===== config.mk =====
export PLATFORM = sky130hd
export DESIGN_NAME = ddr3cd_decoder
export DESIGN_NICKNAME = d
export VERILOG_FILES = /design/src/hdl/ddr3cd_sync.v /design/src/hdl/ddr3cd_rank_decode.v /design/src/hdl/ddr3cd_decoder.v
export VERILOG_INCLUDE_DIRS = /design/src /design/src/hdl
export SDC_FILE = /design/constraint.sdc
export NUM_CORES = 1
export LEC_CHECK = 0
export ABC_CLOCK_PERIOD_IN_PS = 4300
export BUFFER_PORTS_ARGS = -buffer_cell sky130_fd_sc_hd__buf_2
export CELL_PAD_IN_SITES_DETAIL_PLACEMENT = 1
export CELL_PAD_IN_SITES_GLOBAL_PLACEMENT = 1
export CORE_UTILIZATION = 50
export DETAILED_ROUTE_END_ITERATION = 7
export GPL_TIMING_DRIVEN = 0
export PLACE_DENSITY_LB_ADDON = 0.05
export SLEW_MARGIN = 20
export SYNTH_ARGS = -nofsm -noshare
export SYNTH_HDL_FRONTEND = slang
export SYNTH_HIERARCHICAL = 1
export SYNTH_SLANG_ARGS = --single-unit

===== constraint.sdc =====
create_clock -name mclk -period 4.3 [get_ports mclk]
set_clock_uncertainty 0.2 [all_clocks]
set_input_delay 0.43 -clock mclk [delete_from_list [all_inputs] [get_ports mclk]]
set_output_delay 0.43 -clock mclk [all_outputs]
set_load 0.05 [all_outputs]

===== src/hdl/ddr3cd_defs.vh =====
// Constants shared by the DDR3 command bus decoder files
`ifndef DDR3CD_DEFS_VH
`define DDR3CD_DEFS_VH

// Layout of the synchronised sample vector, documented order, clock on top
`define DDR3CD_GRP_W      26
`define DDR3CD_BUS_CLK    25
`define DDR3CD_CKE_C_HI   24
`define DDR3CD_CKE_C_LO   23
`define DDR3CD_CKE_B_HI   22
`define DDR3CD_CKE_B_LO   21
`define DDR3CD_CKE_A_HI   20
`define DDR3CD_CKE_A_LO   19
`define DDR3CD_CS_C_HI    18
`define DDR3CD_CS_C_LO    17
`define DDR3CD_CS_B_HI    16
`define DDR3CD_CS_B_LO    15
`define DDR3CD_CS_A_HI    14
`define DDR3CD_CS_A_LO    11
`define DDR3CD_BA_HI      10
`define DDR3CD_BA_LO      8
`define DDR3CD_AHI_HI     7
`define DDR3CD_AHI_LO     5
`define DDR3CD_BC_N       4
`define DDR3CD_AP         3
`define DDR3CD_RAS_N      2
`define DDR3CD_CAS_N      1
`define DDR3CD_WE_N       0

// Command classification codes
`define DDR3CD_CMD_DESEL  4'h0
`define DDR3CD_CMD_MRS    4'h1
`define DDR3CD_CMD_REF    4'h2
`define DDR3CD_CMD_PRE    4'h3
`define DDR3CD_CMD_PREA   4'h4
`define DDR3CD_CMD_ACT    4'h5
`define DDR3CD_CMD_WR     4'h6
`define DDR3CD_CMD_WRA    4'h7
`define DDR3CD_CMD_RD     4'h8
`define DDR3CD_CMD_RDA    4'h9
`define DDR3CD_CMD_ZQCL   4'hA
`define DDR3CD_CMD_ZQCS   4'hB
`define DDR3CD_CMD_NOP    4'hC

// Slot codes
`define DDR3CD_SLOT_A     2'h0
`define DDR3CD_SLOT_B     2'h1
`define DDR3CD_SLOT_C     2'h2

// Burst length modes
`define DDR3CD_BL4        2'h0
`define DDR3CD_BL8        2'h1
`define DDR3CD_BL_OTF     2'h2

// Additive latency choices
`define DDR3CD_AL_ZERO    2'h0
`define DDR3CD_AL_CL_M1   2'h1
`define DDR3CD_AL_CL_M2   2'h2

// Latency limits in bus clock cycles
`define DDR3CD_CL_MIN     4'h5
`define DDR3CD_CL_MAX     4'hA
`define DDR3CD_CWL_MIN    4'h5
`define DDR3CD_CWL_MAX    4'h8

// Data schedule, bus clocks per burst (two beats per clock)
`define DDR3CD_SCHED_W    32
`define DDR3CD_BURST4_CLK 32'h0000_0003
`define DDR3CD_BURST8_CLK 32'h0000_000F

`endif


===== src/hdl/ddr3cd_sync.v =====
// Three stage pin synchroniser with second/third stage agreement filter
module ddr3cd_sync #(
    parameter W = 1
) (
    input  wire         mclk,
    input  wire         rst_n,
    input  wire [W-1:0] d,
    output reg  [W-1:0] q
);
    reg [W-1:0] meta;
    reg [W-1:0] st2;
    reg [W-1:0] st3;
    integer     i;

    // First stage feeds only the second; a bit moves once stages two and three agree
    always @(posedge mclk or negedge rst_n) begin
        if (!rst_n) begin
            meta <= {W{1'b0}};
            st2  <= {W{1'b0}};
            st3  <= {W{1'b0}};
            q    <= {W{1'b0}};
        end else begin
            meta <= d;
            st2  <= meta;
            st3  <= st2;
            for (i = 0; i < W; i = i + 1) begin
                if (st2[i] == st3[i]) begin
                    q[i] <= st3[i];
                end
            end
        end
    end
endmodule // ddr3cd_sync


===== src/hdl/ddr3cd_rank_decode.v =====
// One-hot rank select decode qualified by the clock enables
module ddr3cd_rank_decode (
    input  wire [3:0] sel_n,
    input  wire [1:0] cke,
    output reg        hit,
    output reg  [1:0] rank
);
    // Exactly one select low; odd ranks need the upper enable, even the lower
    always @* begin
        hit  = 1'b0;
        rank = 2'h0;
        case (sel_n)
            4'hE: begin
                hit  = cke[0];
                rank = 2'h0;
            end
            4'hD: begin
                hit  = cke[1];
                rank = 2'h1;
            end
            4'hB: begin
                hit  = cke[0];
                rank = 2'h2;
            end
            4'h7: begin
                hit  = cke[1];
                rank = 2'h3;
            end
            default: begin
                hit  = 1'b0;
                rank = 2'h0;
            end
        endcase
    end
endmodule // ddr3cd_rank_decode


===== src/hdl/ddr3cd_decoder.v =====
// DDR3 command bus decoder: samples the control group and classifies each bus cycle
`include "ddr3cd_defs.vh"

module ddr3cd_decoder (
    input  wire       mclk,
    input  wire       rst_n,
    input  wire       bus_clk,
    input  wire [1:0] slot_a_clock_enable,
    input  wire [1:0] second_slot_clock_enable,
    input  wire [1:0] third_slot_clock_enable,
    input  wire [3:0] slot_a_rank_select_n,
    input  wire [1:0] second_slot_rank_select_n,
    input  wire [1:0] third_slot_rank_select_n,
    input  wire [2:0] bank_addr,
    input  wire [2:0] addr_high,
    input  wire       addr_burst_chop_n,
    input  wire       addr_auto_precharge,
    input  wire       row_strobe_n,
    input  wire       column_strobe_n,
    input  wire       write_enable_n,
    input  wire       three_slot_mode,
    input  wire [1:0] burst_mode,
    input  wire [3:0] cas_latency,
    input  wire [1:0] additive_latency,
    input  wire [3:0] write_latency,
    input  wire       registered_modules,
    output reg        cycle_strobe,
    output reg  [3:0] cmd_code,
    output reg        deselect_cycle,
    output reg  [1:0] cmd_slot,
    output reg  [1:0] cmd_rank,
    output reg  [2:0] cmd_bank,
    output reg  [1:0] cmd_mode_register,
    output reg  [2:0] cmd_addr_high,
    output reg        cmd_burst8,
    output reg        read_data_valid,
    output reg        write_data_valid
);

    // Synchronised copy of the bus clock and control group
    wire [`DDR3CD_GRP_W-1:0] raw_group;
    wire [`DDR3CD_GRP_W-1:0] grp;

    // Rank decode results per slot
    wire       hit_a;
    wire       hit_b;
    wire       hit_c;
    wire [1:0] rank_a;
    wire [1:0] rank_b;
    wire [1:0] rank_c;

    // Bus clock edge detection
    reg        bus_clk_prev;
    wire       bus_edge;

    // Pending data cycles, bit i is the bus cycle i+1 ahead of the current one
    reg [`DDR3CD_SCHED_W-1:0] read_sched;
    reg [`DDR3CD_SCHED_W-1:0] write_sched;

    // Combinational classification of the sampled cycle
    reg [3:0] next_cmd;
    reg [1:0] next_slot;
    reg [1:0] next_rank;
    reg [2:0] next_bank;
    reg [1:0] next_mode_reg;
    reg       next_burst8;
    reg       rank_hit;
    reg [`DDR3CD_SCHED_W-1:0] next_read_sched;
    reg [`DDR3CD_SCHED_W-1:0] next_write_sched;

    // Effective latencies in bus cycles
    wire [3:0] cl_eff;
    wire [3:0] cwl_eff;
    reg  [4:0] al_eff;
    wire [4:0] read_lat;
    wire [4:0] write_lat;

    // Clamp a configured latency into its legal range
    function [3:0] clamp_lat;
        input [3:0] val;
        input [3:0] lo;
        input [3:0] hi;
        begin
            if (val < lo) begin
                clamp_lat = lo;
            end else if (val > hi) begin
                clamp_lat = hi;
            end else begin
                clamp_lat = val;
            end
        end
    endfunction

    // Mark the bus cycles of one burst, starting lat cycles after the command
    function [`DDR3CD_SCHED_W-1:0] burst_mask;
        input [4:0] lat;
        input       burst8;
        reg   [`DDR3CD_SCHED_W-1:0] span;
        begin
            span = burst8 ? `DDR3CD_BURST8_CLK : `DDR3CD_BURST4_CLK;
            burst_mask = span << (lat - 5'h01);
        end
    endfunction

    // Pin group order follows the three slot control group, top bit is the bus clock
    assign raw_group = {bus_clk,
                        third_slot_clock_enable,
                        second_slot_clock_enable,
                        slot_a_clock_enable,
                        third_slot_rank_select_n,
                        second_slot_rank_select_n,
                        slot_a_rank_select_n,
                        bank_addr,
                        addr_high,
                        addr_burst_chop_n,
                        addr_auto_precharge,
                        row_strobe_n,
                        column_strobe_n,
                        write_enable_n};

    // Clock and control pass the same chain so their alignment is kept
    ddr3cd_sync #(
        .W(`DDR3CD_GRP_W)
    ) u_sync (
        .mclk  (mclk),
        .rst_n (rst_n),
        .d     (raw_group),
        .q     (grp)
    );

    // Slot A uses four selects; slots B and C use two, upper pair held high
    ddr3cd_rank_decode u_rank_a (
        .sel_n (grp[`DDR3CD_CS_A_HI:`DDR3CD_CS_A_LO]),
        .cke   (grp[`DDR3CD_CKE_A_HI:`DDR3CD_CKE_A_LO]),
        .hit   (hit_a),
        .rank  (rank_a)
    );

    ddr3cd_rank_decode u_rank_b (
        .sel_n ({2'h3, grp[`DDR3CD_CS_B_HI:`DDR3CD_CS_B_LO]}),
        .cke   (grp[`DDR3CD_CKE_B_HI:`DDR3CD_CKE_B_LO]),
        .hit   (hit_b),
        .rank  (rank_b)
    );

    ddr3cd_rank_decode u_rank_c (
        .sel_n ({2'h3, grp[`DDR3CD_CS_C_HI:`DDR3CD_CS_C_LO]}),
        .cke   (grp[`DDR3CD_CKE_C_HI:`DDR3CD_CKE_C_LO]),
        .hit   (hit_c),
        .rank  (rank_c)
    );

    // One classification per rising bus clock edge
    assign bus_edge = grp[`DDR3CD_BUS_CLK] & ~bus_clk_prev;

    // Latency arithmetic; out of range CL and CWL are clamped rather than rejected, an undefined AL code counts as zero
    assign cl_eff  = clamp_lat(cas_latency, `DDR3CD_CL_MIN, `DDR3CD_CL_MAX);
    assign cwl_eff = clamp_lat(write_latency, `DDR3CD_CWL_MIN, `DDR3CD_CWL_MAX);

    always @* begin
        case (additive_latency)
            `DDR3CD_AL_CL_M1: al_eff = {1'b0, cl_eff} - 5'h01;
            `DDR3CD_AL_CL_M2: al_eff = {1'b0, cl_eff} - 5'h02;
            default:          al_eff = 5'h00;
        endcase
    end

    assign read_lat  = {1'b0, cl_eff} + al_eff + {4'h0, registered_modules};
    assign write_lat = {1'b0, cwl_eff} + {4'h0, registered_modules};

    // Slot select; A wins over B over C when several slots select together
    always @* begin
        rank_hit  = 1'b0;
        next_slot = `DDR3CD_SLOT_A;
        next_rank = 2'h0;
        if (hit_a) begin
            rank_hit  = 1'b1;
            next_rank = rank_a;
        end else if (three_slot_mode && hit_b) begin
            rank_hit  = 1'b1;
            next_slot = `DDR3CD_SLOT_B;
            next_rank = rank_b;
        end else if (three_slot_mode && hit_c) begin
            rank_hit  = 1'b1;
            next_slot = `DDR3CD_SLOT_C;
            next_rank = rank_c;
        end
    end

    // Strobe decode, same encoding for every slot
    always @* begin
        next_cmd      = `DDR3CD_CMD_DESEL;
        next_bank     = 3'h0;
        next_mode_reg = 2'h0;
        if (rank_hit) begin
            case ({grp[`DDR3CD_RAS_N], grp[`DDR3CD_CAS_N], grp[`DDR3CD_WE_N]})
                3'h0: begin
                    next_cmd      = `DDR3CD_CMD_MRS;
                    next_mode_reg = grp[`DDR3CD_BA_LO+1:`DDR3CD_BA_LO];
                end
                3'h1: next_cmd = `DDR3CD_CMD_REF;
                3'h2: begin
                    if (grp[`DDR3CD_AP]) begin
                        next_cmd = `DDR3CD_CMD_PREA;
                    end else begin
                        next_cmd  = `DDR3CD_CMD_PRE;
                        next_bank = grp[`DDR3CD_BA_HI:`DDR3CD_BA_LO];
                    end
                end
                3'h3: begin
                    next_cmd  = `DDR3CD_CMD_ACT;
                    next_bank = grp[`DDR3CD_BA_HI:`DDR3CD_BA_LO];
                end
                3'h4: begin
                    next_cmd  = grp[`DDR3CD_AP] ? `DDR3CD_CMD_WRA : `DDR3CD_CMD_WR;
                    next_bank = grp[`DDR3CD_BA_HI:`DDR3CD_BA_LO];
                end
                3'h5: begin
                    next_cmd  = grp[`DDR3CD_AP] ? `DDR3CD_CMD_RDA : `DDR3CD_CMD_RD;
                    next_bank = grp[`DDR3CD_BA_HI:`DDR3CD_BA_LO];
                end
                3'h6: next_cmd = grp[`DDR3CD_AP] ? `DDR3CD_CMD_ZQCL : `DDR3CD_CMD_ZQCS;
                3'h7: next_cmd = `DDR3CD_CMD_NOP;
                default: next_cmd = `DDR3CD_CMD_DESEL;
            endcase
        end else begin
            next_cmd = `DDR3CD_CMD_DESEL;
        end
    end

    // Burst length per command
    always @* begin
        case (burst_mode)
            `DDR3CD_BL8:    next_burst8 = 1'b1;
            `DDR3CD_BL_OTF: next_burst8 = grp[`DDR3CD_BC_N];
            default:        next_burst8 = 1'b0;
        endcase
    end

    // Advance the data schedules and add the burst of a new read or write
    always @* begin
        next_read_sched  = read_sched >> 1;
        next_write_sched = write_sched >> 1;
        if (next_cmd == `DDR3CD_CMD_RD || next_cmd == `DDR3CD_CMD_RDA) begin
            next_read_sched = next_read_sched | burst_mask(read_lat, next_burst8);
        end
        if (next_cmd == `DDR3CD_CMD_WR || next_cmd == `DDR3CD_CMD_WRA) begin
            next_write_sched = next_write_sched | burst_mask(write_lat, next_burst8);
        end
    end

    // Edge history of the synchronised bus clock
    always @(posedge mclk or negedge rst_n) begin
        if (!rst_n) begin
            bus_clk_prev <= 1'b0;
        end else begin
            bus_clk_prev <= grp[`DDR3CD_BUS_CLK];
        end
    end

    // Results hold for a whole bus cycle so a slow reader sees them between edges
    always @(posedge mclk or negedge rst_n) begin
        if (!rst_n) begin
            cycle_strobe      <= 1'b0;
            cmd_code          <= `DDR3CD_CMD_DESEL;
            deselect_cycle    <= 1'b1;
            cmd_slot          <= `DDR3CD_SLOT_A;
            cmd_rank          <= 2'h0;
            cmd_bank          <= 3'h0;
            cmd_mode_register <= 2'h0;
            cmd_addr_high     <= 3'h0;
            cmd_burst8        <= 1'b0;
            read_data_valid   <= 1'b0;
            write_data_valid  <= 1'b0;
            read_sched        <= {`DDR3CD_SCHED_W{1'b0}};
            write_sched       <= {`DDR3CD_SCHED_W{1'b0}};
        end else begin
            cycle_strobe <= bus_edge;
            if (bus_edge) begin
                cmd_code          <= next_cmd;
                deselect_cycle    <= (next_cmd == `DDR3CD_CMD_DESEL);
                cmd_slot          <= next_slot;
                cmd_rank          <= next_rank;
                cmd_bank          <= next_bank;
                cmd_mode_register <= next_mode_reg;
                cmd_addr_high     <= grp[`DDR3CD_AHI_HI:`DDR3CD_AHI_LO];
                cmd_burst8        <= next_burst8;
                read_data_valid   <= read_sched[0];
                write_data_valid  <= write_sched[0];
                read_sched        <= next_read_sched;
                write_sched       <= next_write_sched;
            end
        end
    end

endmodule // ddr3cd_decoder


### Yosys cells after proc, flatten, opt, wreduce, memory -nomap -nowiden

Index checks and enable logic that the tools add are counted.

* flip-flop bits (word level): 190
* input port bits: 42
* output and inout port bits: 21
* word-level logic and storage cells: 153

* add/subtract/negate cells: 7
* order comparisons: 4
* eq/ne operators: 49
* shift operators: 2
* multiplexer cells: 35
* bitwise operators: 4
* reductions and logical operators: 9

Operators by type and width (number)
* 32-bit two-way mux: 2
* 31-bit by 32-bit bitwise OR with 32-bit output: 2
* 4-bit one-hot mux with 8 select lines: 1
* 32-bit by 5-bit << shifter with 32-bit output: 1
* 4-bit by 5-bit << shifter with 32-bit output: 1
* 1-bit == test: 26
* 4-bit two-way mux: 6
* 4-bit == test (second input constant): 5
* 2-bit two-way mux: 8
* 3-bit == test (second input constant): 4
* 4-bit by 3-bit == test with 1-bit output (second input constant): 3
* 5-bit one-hot mux with 2 select lines: 1
* 5-bit by 1-bit subtractor with 5-bit output (second input constant): 2
* 3-bit two-way mux: 3
* 2-bit by 1-bit == test with 1-bit output (second input constant): 4
* 2-bit == test (second input constant): 4
* 4-bit greater-than comparator (second input constant): 2
* 4-bit by 3-bit < comparator with 1-bit output (second input constant): 2
* 1-bit two-way mux: 8
* 1-bit one-hot mux with 2 select lines: 4
* 3-bit by 2-bit == test with 1-bit output (second input constant): 2
* 2-bit one-hot mux with 3 select lines: 1
* 3-bit one-hot mux with 2 select lines: 1
* 4-bit by 1-bit adder with 5-bit output: 1
* 13 further kinds: 16

### Longest topological paths before layout

Gate-level depths: netlist of the first run.

* depth in word-level cells: 11
* mapped depth: 19
* gate-level depth less buffers: 16

### Cells and area by module

The synthesis of the first run kept the hierarchy.

By module, submodules not included
* ddr3cd_decoder: times used 1, cells an instance 548, area an instance 4705.8 sq um, seq. area each 2153.3 sq um
* ddr3cd_sync: times used 1, cells an instance 130, area an instance 2895.3 sq um, seq. area each 2602.5 sq um
* ddr3cd_rank_decode: times used 3, cells an instance 11, area an instance 80.1 sq um, seq. area each 0.0 sq um

### Worst setup path after synthesis of the first run

No wires, ideal clock.

* path kind: input to register
* start: input cas_latency[1]
* end: register read_sched[27]
* library setup time: 126 ps
* arrival time: 3743 ps
* required time: 3974 ps
* path slack: 231 ps
* stages on the path: 17
* buffers on the path: 2
* path through: nor2b_1 o21ai_0 nand2_1 ha_1 nor2b_1 a21oi_1 or2_2 ha_1 inv_1 fa_1 and3_4 or4_4 and3b_1 buf_6 buf_8 a31oi_1 a21oi_1

* longest elaborated chain between the ends: 11
* elaborated cells between the ends (all ways): 13
* classes of those cells: add/sub: 5; order compare: 2; shift: 1; mux: 4; bitwise: 1

Ends and longest elaborated chain
* from (decl): line ddr3cd_decoder.v:23 `input wire [3:0] cas_latency,`
* 4-bit greater-than comparator: line ddr3cd_decoder.v:86 `end else if (val > hi) begin`
* 4-bit two-way mux: line ddr3cd_decoder.v:86
* 4-bit two-way mux (*): line ddr3cd_decoder.v:84 `if (val < lo) begin`
* 4-bit by 2-bit subtractor with 5-bit output / 4-bit by 1-bit subtractor with 5-bit output (equally long branches): line ddr3cd_decoder.v:163, ddr3cd_decoder.v:162
* 5-bit one-hot mux with 2 select lines: line ddr3cd_decoder.v:161 `case (additive_latency)`
* 4-bit by 5-bit adder with 5-bit output (*): line ddr3cd_decoder.v:168 `assign read_lat = {1'b0, cl_eff} + al_eff + {4'h0, registered_modules};`
* 5-bit by 1-bit adder with 5-bit output (*): line ddr3cd_decoder.v:168
* 5-bit by 1-bit subtractor with 5-bit output (*): line ddr3cd_decoder.v:101 `burst_mask = span << (lat - 5'h01);`
* 32-bit by 5-bit << shifter with 32-bit output (*): line ddr3cd_decoder.v:101
* 31-bit by 32-bit bitwise OR with 32-bit output (*): line ddr3cd_decoder.v:245 `next_read_sched = next_read_sched | burst_mask(read_lat, next_burst8);`
* 32-bit two-way mux (*): line ddr3cd_decoder.v:244 `` if (next_cmd == `DDR3CD_CMD_RD || next_cmd == `DDR3CD_CMD_RDA) begin ``
* to (signal assigned): line ddr3cd_decoder.v:275 `` read_sched <= {`DDR3CD_SCHED_W{1'b0}}; ``
* to (signal assigned): line ddr3cd_decoder.v:290 `read_sched <= next_read_sched;`
* to (decl): line ddr3cd_decoder.v:57 `` reg [`DDR3CD_SCHED_W-1:0] read_sched; ``

Mark *: on every way between the ends. The rest lies on a longest branch, timed or not.
A chain may end at the register's enable or synchronous reset.

### Final worst setup path of the first run

* start: input cas_latency[1]
* end: register read_sched[12]

The elaborated chain is that of the path after synthesis.

==> metrics.cfg, run 1 <==
[logic_synthesis]
synth_edf_count=0
netlist-cell-type-count=62
synth-simple-area-share_pct=13.2
netlist_area_mm2=0.00784
synth_top_family_by_area=simple AND/OR/NAND/NOR gates
yosysTopAreaCell=dfrtp_1
ys_ff_latch=190
synth_fa_ha_area_share_pct=6.70
synthMostInstantiatedCell=dfrtp_1
yosys.area.top_type_share_pct=60.3
synth_xor_area_share_pct=1.34
synth_area_leaders=dfrtp_1 60%, nand2_1 4.6%, a21oi_1 3.8%
synth_compound_area_share_pct=13.1
synth_commonest_cells=189 x dfrtp_1, 97 x nand2_1, 67 x nor2_1, 59 x a21oi_1, 40 x o21ai_0
async_flop_share_pct=100
synth-seq-area-share_pct=60.7
synthFlopType=dfrtp_1
ys_warn_count=6
synthMuxAreaShare_pct=0.894
syn_avg_cell_area_um2=11.0
syn_inst=711

[floorplanning]
fp.dieArea_mm2=0.0162
coreArea_mm2=0.0153
dieWidth_um=127
die_y_um=127
fp-row-count=45
initial_core_util_pct=51.4
ioPinCount=63

[sta]
clock.fmax_ghz=0.246
tightest_slew_ps=919
min_period_ps=4070
drv_slew=0
setup_viol=0
fin_crit_sh_pct=94.6
finalHoldWorstSlack_ps=155
tns_ps=0
finalHoldViolCount=0
relSlewSlack_pct=38.7
rsz0062_at_grt=no

[route]
drt_iter0_drc=391
ant_nets=0
firstDrtPassIters=4
totalWireLength_um=20300
drc=0
num_vias=5841
wl_per_cell_um=19.0
viasPerCell=5.48

[cells_and_area]
fillers=1632
drive_gt1_share_pct=16.7
nNetsFinal=901
multi_input_area_mm2=0.00284
regArea_mm2=0.00476
syn_to_final_growth_pct=20.1

[clock_network]
clockRootBuffer=clkbuf_16
cts_buffer_depth=2
post-cts-setup-buffers=0
clk_pin_slew_ps=70
cts_tree=yes
h-tree-depth=4
clock-sinks=190
numCtsBuffers=17
clk_latency_ps=440

[critical_path]
cp.required_ps=4450
worstPathArrival_ps=4220
end_kind=flop
critical-path-slowest-cell=or4_4
worst-setup-path-type=input port to flop
crit_path_max_incr_delay_ps=500
start_kind=input port
crit_fanout=10
cp_num_buf_inv=3
crit_chain=buf_2 > nor2b_1 > o21ai_0 > nand2_1 > ha_1 > nor2b_1 > a21oi_1 > or2_2 > ha_1 > inv_1 > fa_1 > and3_4 > or4_4 > a21oi_4 > buf_6 > a31oi_1 > a21oi_1
critPathTopFamily=simple AND/OR/NAND/NOR gates

[placement]
dpl.hpwl_um=13300
io_buffers=61
routabilityCongestion=0.877

[flow_run]
drv_cap=0

[power]
total_leakage_power_nw=4.29
total_power_mw=4.81
peakVddDrop_mv=0.327
powerDensity_mw_per_mm2=511

[global_routing]
grt.overflow.total=0
grt_use_total_pct=27.2
grt_pass1_wl_um=33400
antenna_found_initial=1
grt_max_degree=104
grt_pass1_vias=6470

[worst_hold_path]
hold_path_class=flop to flop

[run_status]
outcome=complete, no violations

[final cells by class]
class,instances,share of cell area (%)
Multi-Input combinational cell,482,30.2
Antenna cell,1,0.0266
Inverter,26,1.04
Buffer,34,2.37
Sequential cell,190,50.5
Clock inverter,14,1.70
Tap cell,211,2.80
Timing Repair Buffer,90,6.80
Clock buffer,18,4.56
[routing by layer]
metal | part of all wire, % | vias to the layer above | GRT usage, % | routed length, um
met3 | 3.6 | 35 | 4.23 | 733
met1 | 41 | 2982 | 32.9 | 8410
met4 | 2.5 | 0 | 12.5 | 516
met2 | 52 | 123 | 48.1 | 10600
li1 | - | 2701 | - | -
met5 | 0 | - | 0 | 0
[worst reg2reg max path, stage by stage (launching register included)]
cell and delay, ps:
dfrtp_1 460, nand4b_1 220, a21boi_0 230, a31o_1 270, o21a_1 340, o2111ai_1 340
a21oi_4 430, buf_6 210, a31oi_1 100, a21oi_1 200
[placed cells by master, fill, tap and decap left out, types with 6 or more instances in the layout]
cell	count
buf_2	62
nand3_1	10
clkbuf_1	17
dfrtp_1	189
o21ai_0	40
o211ai_1	6
conb_1	22
and3_1	9
maj3_2	26
inv_8	6
mux2i_1	7
clkbuf_16	17
nor2_1	67
buf_6	6
a21oi_1	59
ha_1	17
a31oi_1	23
nand4b_1	6
dlygate4sd3_1	27
nor2b_1	6
nand2_1	97
xor2_1	9
inv_1	26
[final timing paths]
check / from / endpoint / slack [ps] / cells after the start
setup / recovery: cas_latency[1] / read_sched[12] / 230 / 17
hold / removal: u_sync/meta[25] / u_sync/st2[25] / 150 / 0
setup reg to reg: u_sync/q[16] / read_sched[12] / 1230 / 9
hold reg to reg: u_sync/meta[25] / u_sync/st2[25] / 150 / 0
max in group asynchronous: rst_n / u_sync/st2[14] / 2610 / 4
min in group asynchronous: rst_n / u_sync/q[4] / 230 / 2
[logic make-up after synthesis]
kind of cell | after synthesis
and+or+nand+nor | 227
DFF | 190
AOI/OAI and AO/OA | 170
buffers and inverters | 60
adders and majority gates | 44
xor gates and xnor gates | 12
muxes | 7
other | 1
[power breakdown]
part	leakage [nW]	switching, mW	internal [mW]	total, mW
clock	0.290	0.787	0.789	1.58
combinational	1.80	0.660	0.354	1.01
sequential	2.20	0.170	2.05	2.22
[metrics by stage]
stage	worst slack, ps	std cells	area (um2)	util [%]
2_1_floorplan	231	732	7920	-
6_report	231	1066	9420	61.7
5_1_grt	3.44	1066	9420	61.7
4_1_cts	208	1065	9410	61.7
3_5_place_dp	-241	1006	8550	56.1
3_3_place_gp	-370	1004	8490	55.6
[timing repair]
item	4_1_cts	5_1_grt
gates resized for setup	0	0
hold buffers	27	0
setup endpoints to repair	0	0
hold endpoints to repair	54	0
[flip-flops by register name, indices dropped and copies added, names as in the netlist]
| name | cells |
|---|---|
| read_sched | 32 |
| write_sched | 32 |
| u_sync/meta | 26 |
| u_sync/q | 26 |
| u_sync/st2 | 26 |
| u_sync/st3 | 26 |
| cmd_code | 4 |
| cmd_addr_high | 3 |
| cmd_bank | 3 |
| cmd_mode_register | 2 |
| cmd_rank | 2 |
| cmd_slot | 2 |
| bus_clk_prev | 1 |
| cmd_burst8 | 1 |
| cycle_strobe | 1 |
| deselect_cycle | 1 |
| read_data_valid | 1 |
| write_data_valid | 1 |
Power figures use the tool's default switching activity.
==> inputs of run 2 (changes only) <==
--- a/config.mk
+++ b/config.mk
@@ -13,7 +13,7 @@
 export CORE_UTILIZATION = 50
 export DETAILED_ROUTE_END_ITERATION = 7
 export GPL_TIMING_DRIVEN = 0
-export PLACE_DENSITY_LB_ADDON = 0.05
+export PLACE_DENSITY_LB_ADDON = 0.1
 export SLEW_MARGIN = 20
 export SYNTH_ARGS = -nofsm -noshare
 export SYNTH_HDL_FRONTEND = slang
==> constraint.sdc (replaced) <==
create_clock -name mclk -period 4.3 [get_ports mclk]
set_clock_uncertainty 0.2 [all_clocks]
set_input_delay 0.215 -clock mclk [delete_from_list [all_inputs] [get_ports mclk]]
set_output_delay 0.215 -clock mclk [all_outputs]
set_load 0.05 [all_outputs]
==> run 2 against run 1 <==
Register-to-register slack worse by 30 ps. Core utilization is 0.14 points higher. First-iteration DRC count is 13% lower. Power is 2.4% higher. Clock-buffer cell count is 1 lower. Final area is 0.23% higher. Flip-flop and latch count stayed put. Sequential power hardly changed. Hold slack worse by 42 ps. Routed wire length is 7.2% higher. Critical endpoint is now read_sched[23].
==> metrics.cfg, run 2 (same netlist as run 1, synthesis figures left out) <==
[run_status]
outcome=complete, no violations

[floorplanning]
ioPinCount=63
fp.dieArea_mm2=0.0162
coreArea_mm2=0.0153
dieWidth_um=127
die_y_um=127
initial_core_util_pct=51.4
fp-row-count=45

[cells_and_area]
mostFrequentLayoutCell=dfrtp_1
regArea_mm2=0.00476
stdcell_area_mm2=0.00944
syn_to_final_growth_pct=20.4
final_cell_count_no_fill=1064
biggestRegsByFlops=read_sched x32, write_sched x32
nNetsFinal=900
fillers=1604
multi_input_area_mm2=0.00284
diodes=0
layout_common_cells=189 x dfrtp_1, 97 x nand2_1, 67 x nor2_1, 62 x buf_2, 59 x a21oi_1
drive_gt1_share_pct=16.8

[clock_network]
clock-sinks=190
cts_tree=yes
clk_pin_slew_ps=80
clk_latency_ps=440
h-tree-depth=4
cts_buffer_depth=2
clockRootBuffer=clkbuf_16
numCtsBuffers=17

[sta]
setup_viol=0
drv_slew=0
tightest_slew_ps=827
clock.fmax_ghz=0.245
finalHoldViolCount=0
fin_crit_sh_pct=95.0
rsz0062_at_grt=no
min_period_ps=4080
relSlewSlack_pct=44.3

[critical_path]
worstSetupEndpoint=read_sched[23]
critPathTopFamily=simple AND/OR/NAND/NOR gates
critical-path-slowest-cell=o21ai_0
reg2reg_depth=10
start_kind=input port
r2r-start=u_sync/q[18]
end_kind=flop
crit_path_max_incr_delay_ps=580
cp_common_cell=ha_1
crit_fanout=10
worst-setup-path-type=input port to flop
worst-path-stages=17
rrSetupSlack_ps=1200
worstPathArrival_ps=4200
cp.required_ps=4420
cp_num_buf_inv=3
critPathLaunch=cas_latency[1]
crit_chain=buf_2 > nor2b_1 > o21ai_0 > nand2_1 > ha_1 > nor2b_1 > a21oi_1 > or2_2 > ha_1 > inv_1 > ha_1 > and3_2 > o21ai_0 > nand2_1 > buf_6 > a31oi_1 > a21oi_1
r2r_end=read_sched[23]

[power]
peakVddDrop_mv=0.352
switchingPower_mw=1.67
seq_power_share_pct=45.3
total_leakage_power_nw=4.30
powerDensity_mw_per_mm2=522
total_power_mw=4.93
p_clk_share_pct=33.9
combPwrFrac_pct=20.8
p_sw_share_pct=33.9
p_int_mw=3.26

[route]
drt_iter0_drc=339
viasPerCell=5.55
num_vias=5910
totalWireLength_um=21800
wl_per_cell_um=20.5
firstDrtPassIters=4
ant_nets=0
drc=0

[global_routing]
grt.overflow.total=0
grt_use_total_pct=29.2
grt_pass1_wl_um=35100
antenna_found_initial=0
grt_max_degree=99
grt_pass1_vias=6491

[placement]
placed_area_mm2=0.00853
io_buffers=61
placed_cells=1005
dpl.hpwl_um=13400
routabilityCongestion=0.898

[flow_run]
drv_cap=0

[worst_hold_path]
hold_path_class=input port to flop

==> run 2: layout make-up <==
class | instances | area share (%)
Buffer | 34 | 2.36
Timing Repair Buffer | 89 | 6.50
Sequential cell | 190 | 50.4
Clock buffer | 17 | 4.51
Tap cell | 211 | 2.80
Clock inverter | 15 | 2.28
Multi-Input combinational cell | 482 | 30.1
Inverter | 26 | 1.03
==> run 2: worst min-delay path by stage <==
stage | cells after the start | slack [ps] | end | startpoint
final | 4 | 110 | cmd_slot[1] | three_slot_mode
after CTS | 4 | 70 | cmd_slot[0] | three_slot_mode
after floorplan | 0 | -280 | bus_clk_prev | rst_n
after global routing | 4 | 100 | cmd_slot[0] | three_slot_mode
after global placement | 1 | 120 | u_sync/meta[1] | column_strobe_n
after detailed placement | 1 | 120 | u_sync/st2[4] | rst_n
==> run 2: metrics by stage <==
stage	setup slack [ps]	setup TNS, ps	hold slack [ps]	util [%]
2_1_floorplan	446	0	-281	-
3_3_place_gp	-111	-17780	123	55.6
3_5_place_dp	-118	-1000	118	55.9
4_1_cts	272	0	72.7	61.9
5_1_grt	32.2	0	102	61.9
6_report	217	0	112	61.9
==> run 2: what timing repair did <==
action | in CTS | in global routing
endpoints found under the hold margin | 122 | 0
setup buffers | 0 | 0
hold buffers | 27 | 0
resized for setup | 0 | 0
==> run 2: worst min-delay path, delay by kind of cell <==
kind | cells | cell delay, ps
simple gates | 3 | 390
buf+inv | 1 | 120
==> run 2: per-layer routing <==
layer | GRT usage [%] | part of all wire, %
met1 | 33.9 | 39
met2 | 53.2 | 54
met3 | 5.40 | 3.5
met4 | 11.7 | 2.6
met5 | 0 | 0
==> run 2: power groups by stage <==
stage	logic [mW]	clock network, mW	registers [mW]
2_1_floorplan	0.574	0	2.31
3_3_place_gp	0.938	0	2.23
3_5_place_dp	0.984	0	2.25
4_1_cts	1.02	1.69	2.22
5_1_grt	1.13	1.75	2.26
6_report	1.03	1.67	2.23
==> inputs of run 3 (changes only) <==
--- a/config.mk
+++ b/config.mk
@@ -10,7 +10,7 @@
 export BUFFER_PORTS_ARGS = -buffer_cell sky130_fd_sc_hd__buf_2
 export CELL_PAD_IN_SITES_DETAIL_PLACEMENT = 1
 export CELL_PAD_IN_SITES_GLOBAL_PLACEMENT = 1
-export CORE_UTILIZATION = 50
+export CORE_UTILIZATION = 51
 export DETAILED_ROUTE_END_ITERATION = 7
 export GPL_TIMING_DRIVEN = 0
 export PLACE_DENSITY_LB_ADDON = 0.1
==> run 3 against run 2 <==
Flip-flop and latch count stayed put. Register-to-register slack worse by 70 ps. Power is 2.5% lower. Critical path depth is 1 lower. Combinational power hardly changed. Core utilization is 1.4 points higher. Largest power group unchanged. Critical path type unchanged. Via count is 0.63% higher. Highest routed layer unchanged. Setup slack better by 95 ps. Routed wire length is 1.3% higher. Clock-buffer cell count is 3 higher.
==> metrics.cfg, run 3 (same netlist as run 1, synthesis figures left out) <==
[run_status]
outcome=complete, no violations

[sta]
tns_ps=0
finalHoldWorstSlack_ps=86.4
fin_crit_sh_pct=92.7
finalHoldViolCount=0
tightest_slew_ps=830
relSlewSlack_pct=44.7
drv_slew=0
rsz0062_at_grt=no
setup_viol=0
min_period_ps=3990
clock.fmax_ghz=0.251

[route]
firstDrtPassIters=5
ant_nets=0
viasPerCell=5.74
num_vias=5947
wl_per_cell_um=21.3
drc=0
totalWireLength_um=22000
drt_iter0_drc=295

[cells_and_area]
syn_to_final_growth_pct=19.0
biggestRegsByFlops=read_sched x32, write_sched x32
mostFrequentLayoutCell=dfrtp_1
drive_gt1_share_pct=16.7
layout_common_cells=189 x dfrtp_1, 97 x nand2_1, 67 x nor2_1, 62 x buf_2, 59 x a21oi_1
final_cell_count_no_fill=1036
nNetsFinal=900
diodes=0
post-route-util_pct=63.3

[worst_hold_path]
hold_path_class=input port to flop

[critical_path]
r2r-start=u_sync/q[16]
critPathLaunch=cas_latency[2]
end_kind=flop
rrSetupSlack_ps=1130
start_kind=input port
reg2reg_depth=10
crit_fanout=10
r2r_end=read_sched[23]
worstPathArrival_ps=4100
worstSetupEndpoint=read_sched[23]
worst-setup-path-type=input port to flop
cp.required_ps=4410

[clock_network]
cts_buffer_depth=2
clock-sinks=190
numCtsBuffers=17
cts_tree=yes
clockRootBuffer=clkbuf_16
clk_latency_ps=440
post-cts-setup-buffers=0
h-tree-depth=4
clk_pin_slew_ps=70

[global_routing]
grt_pass1_vias=6755
antenna_found_initial=0
grt_use_total_pct=30.3
grt_max_degree=106
grt.overflow.total=0
grt_pass1_wl_um=36200

[flow_run]
drv_cap=0

[floorplanning]
fp-row-count=44
initial_core_util_pct=53.1
fp.dieArea_mm2=0.0159
die_y_um=126
coreArea_mm2=0.0148
dieWidth_um=126
ioPinCount=63

[power]
total_power_mw=4.80
peakVddDrop_mv=0.346
total_leakage_power_nw=4.27
powerDensity_mw_per_mm2=515

[placement]
routabilityCongestion=0.845
dpl.hpwl_um=13200
io_buffers=61
placed_cells=978

## run 3: cell types whose count changed in the layout (fill, tap and decap cells not counted)
cell,before,now
clkinv_4,2,3
inv_12,1,0
clkinv_2,0,1
clkbuf_8,2,5
clkinv_8,6,1
inv_6,1,2
inv_8,4,2
clkinvlp_4,0,2
bufinv_16,1,0
## run 3: worst min path at each step
stage	slack, ps	cells after the start	to	startpoint
after floorplan	-280	0	bus_clk_prev	rst_n
after global placement	120	1	u_sync/meta[6]	addr_high[1]
after CTS	50	4	cmd_slot[0]	three_slot_mode
after detailed placement	60	1	read_sched[24]	rst_n
final	90	4	cmd_slot[0]	three_slot_mode
after global routing	90	4	cmd_slot[0]	three_slot_mode
## run 3: area by class of cell
type / count / area (um2)
well taps: 184 / 230
fillers: 1572 / 5420
repair buffers: 89 / 613
multi-input cells: 482 / 2840
inverters: 26 / 97.6
plain buffers: 34 / 223
clock buffers: 20 / 467
clock inverters: 11 / 103
flip-flops and latches: 190 / 4760
## run 3: per-stage QoR
stage	cell area (um2)	setup slack, ps
3_3_place_gp	8460	-111
6_report	9330	312
5_1_grt	9330	79.8
3_5_place_dp	8490	-79.3
2_1_floorplan	7920	446
4_1_cts	9330	329
## run 3: what timing repair did
item,4_1_cts,5_1_grt
resized for setup,0,0
hold endpoints to repair,111,0
hold buffers,27,0
## run 3: per-layer routing
metal  wire, um  track usage [%]  vias to the layer above
met5          0                0                        -
met4        714             13.0                        0
met3        574             5.35                       50
met2      12100             56.1                      124
met1       8700             34.1                     3073
li1           -                -                     2700
## run 3: where the power goes
group          total [mW]  internal [mW]  switching [mW]
sequential           2.24           2.05           0.184
clock                1.54          0.802           0.737
combinational        1.03          0.352           0.677
## run 3: worst max-delay path: stages
cell	delay [ps]
buf_2	110
o21ai_0	580
ha_1	360
nor2b_1	120
a21oi_1	50
or2_2	300
ha_1	270
inv_1	60
fa_1	490
and3_4	190
or4_4	500
and3b_1	210
buf_6	140
buf_8	140
a31oi_1	250
a21oi_1	100
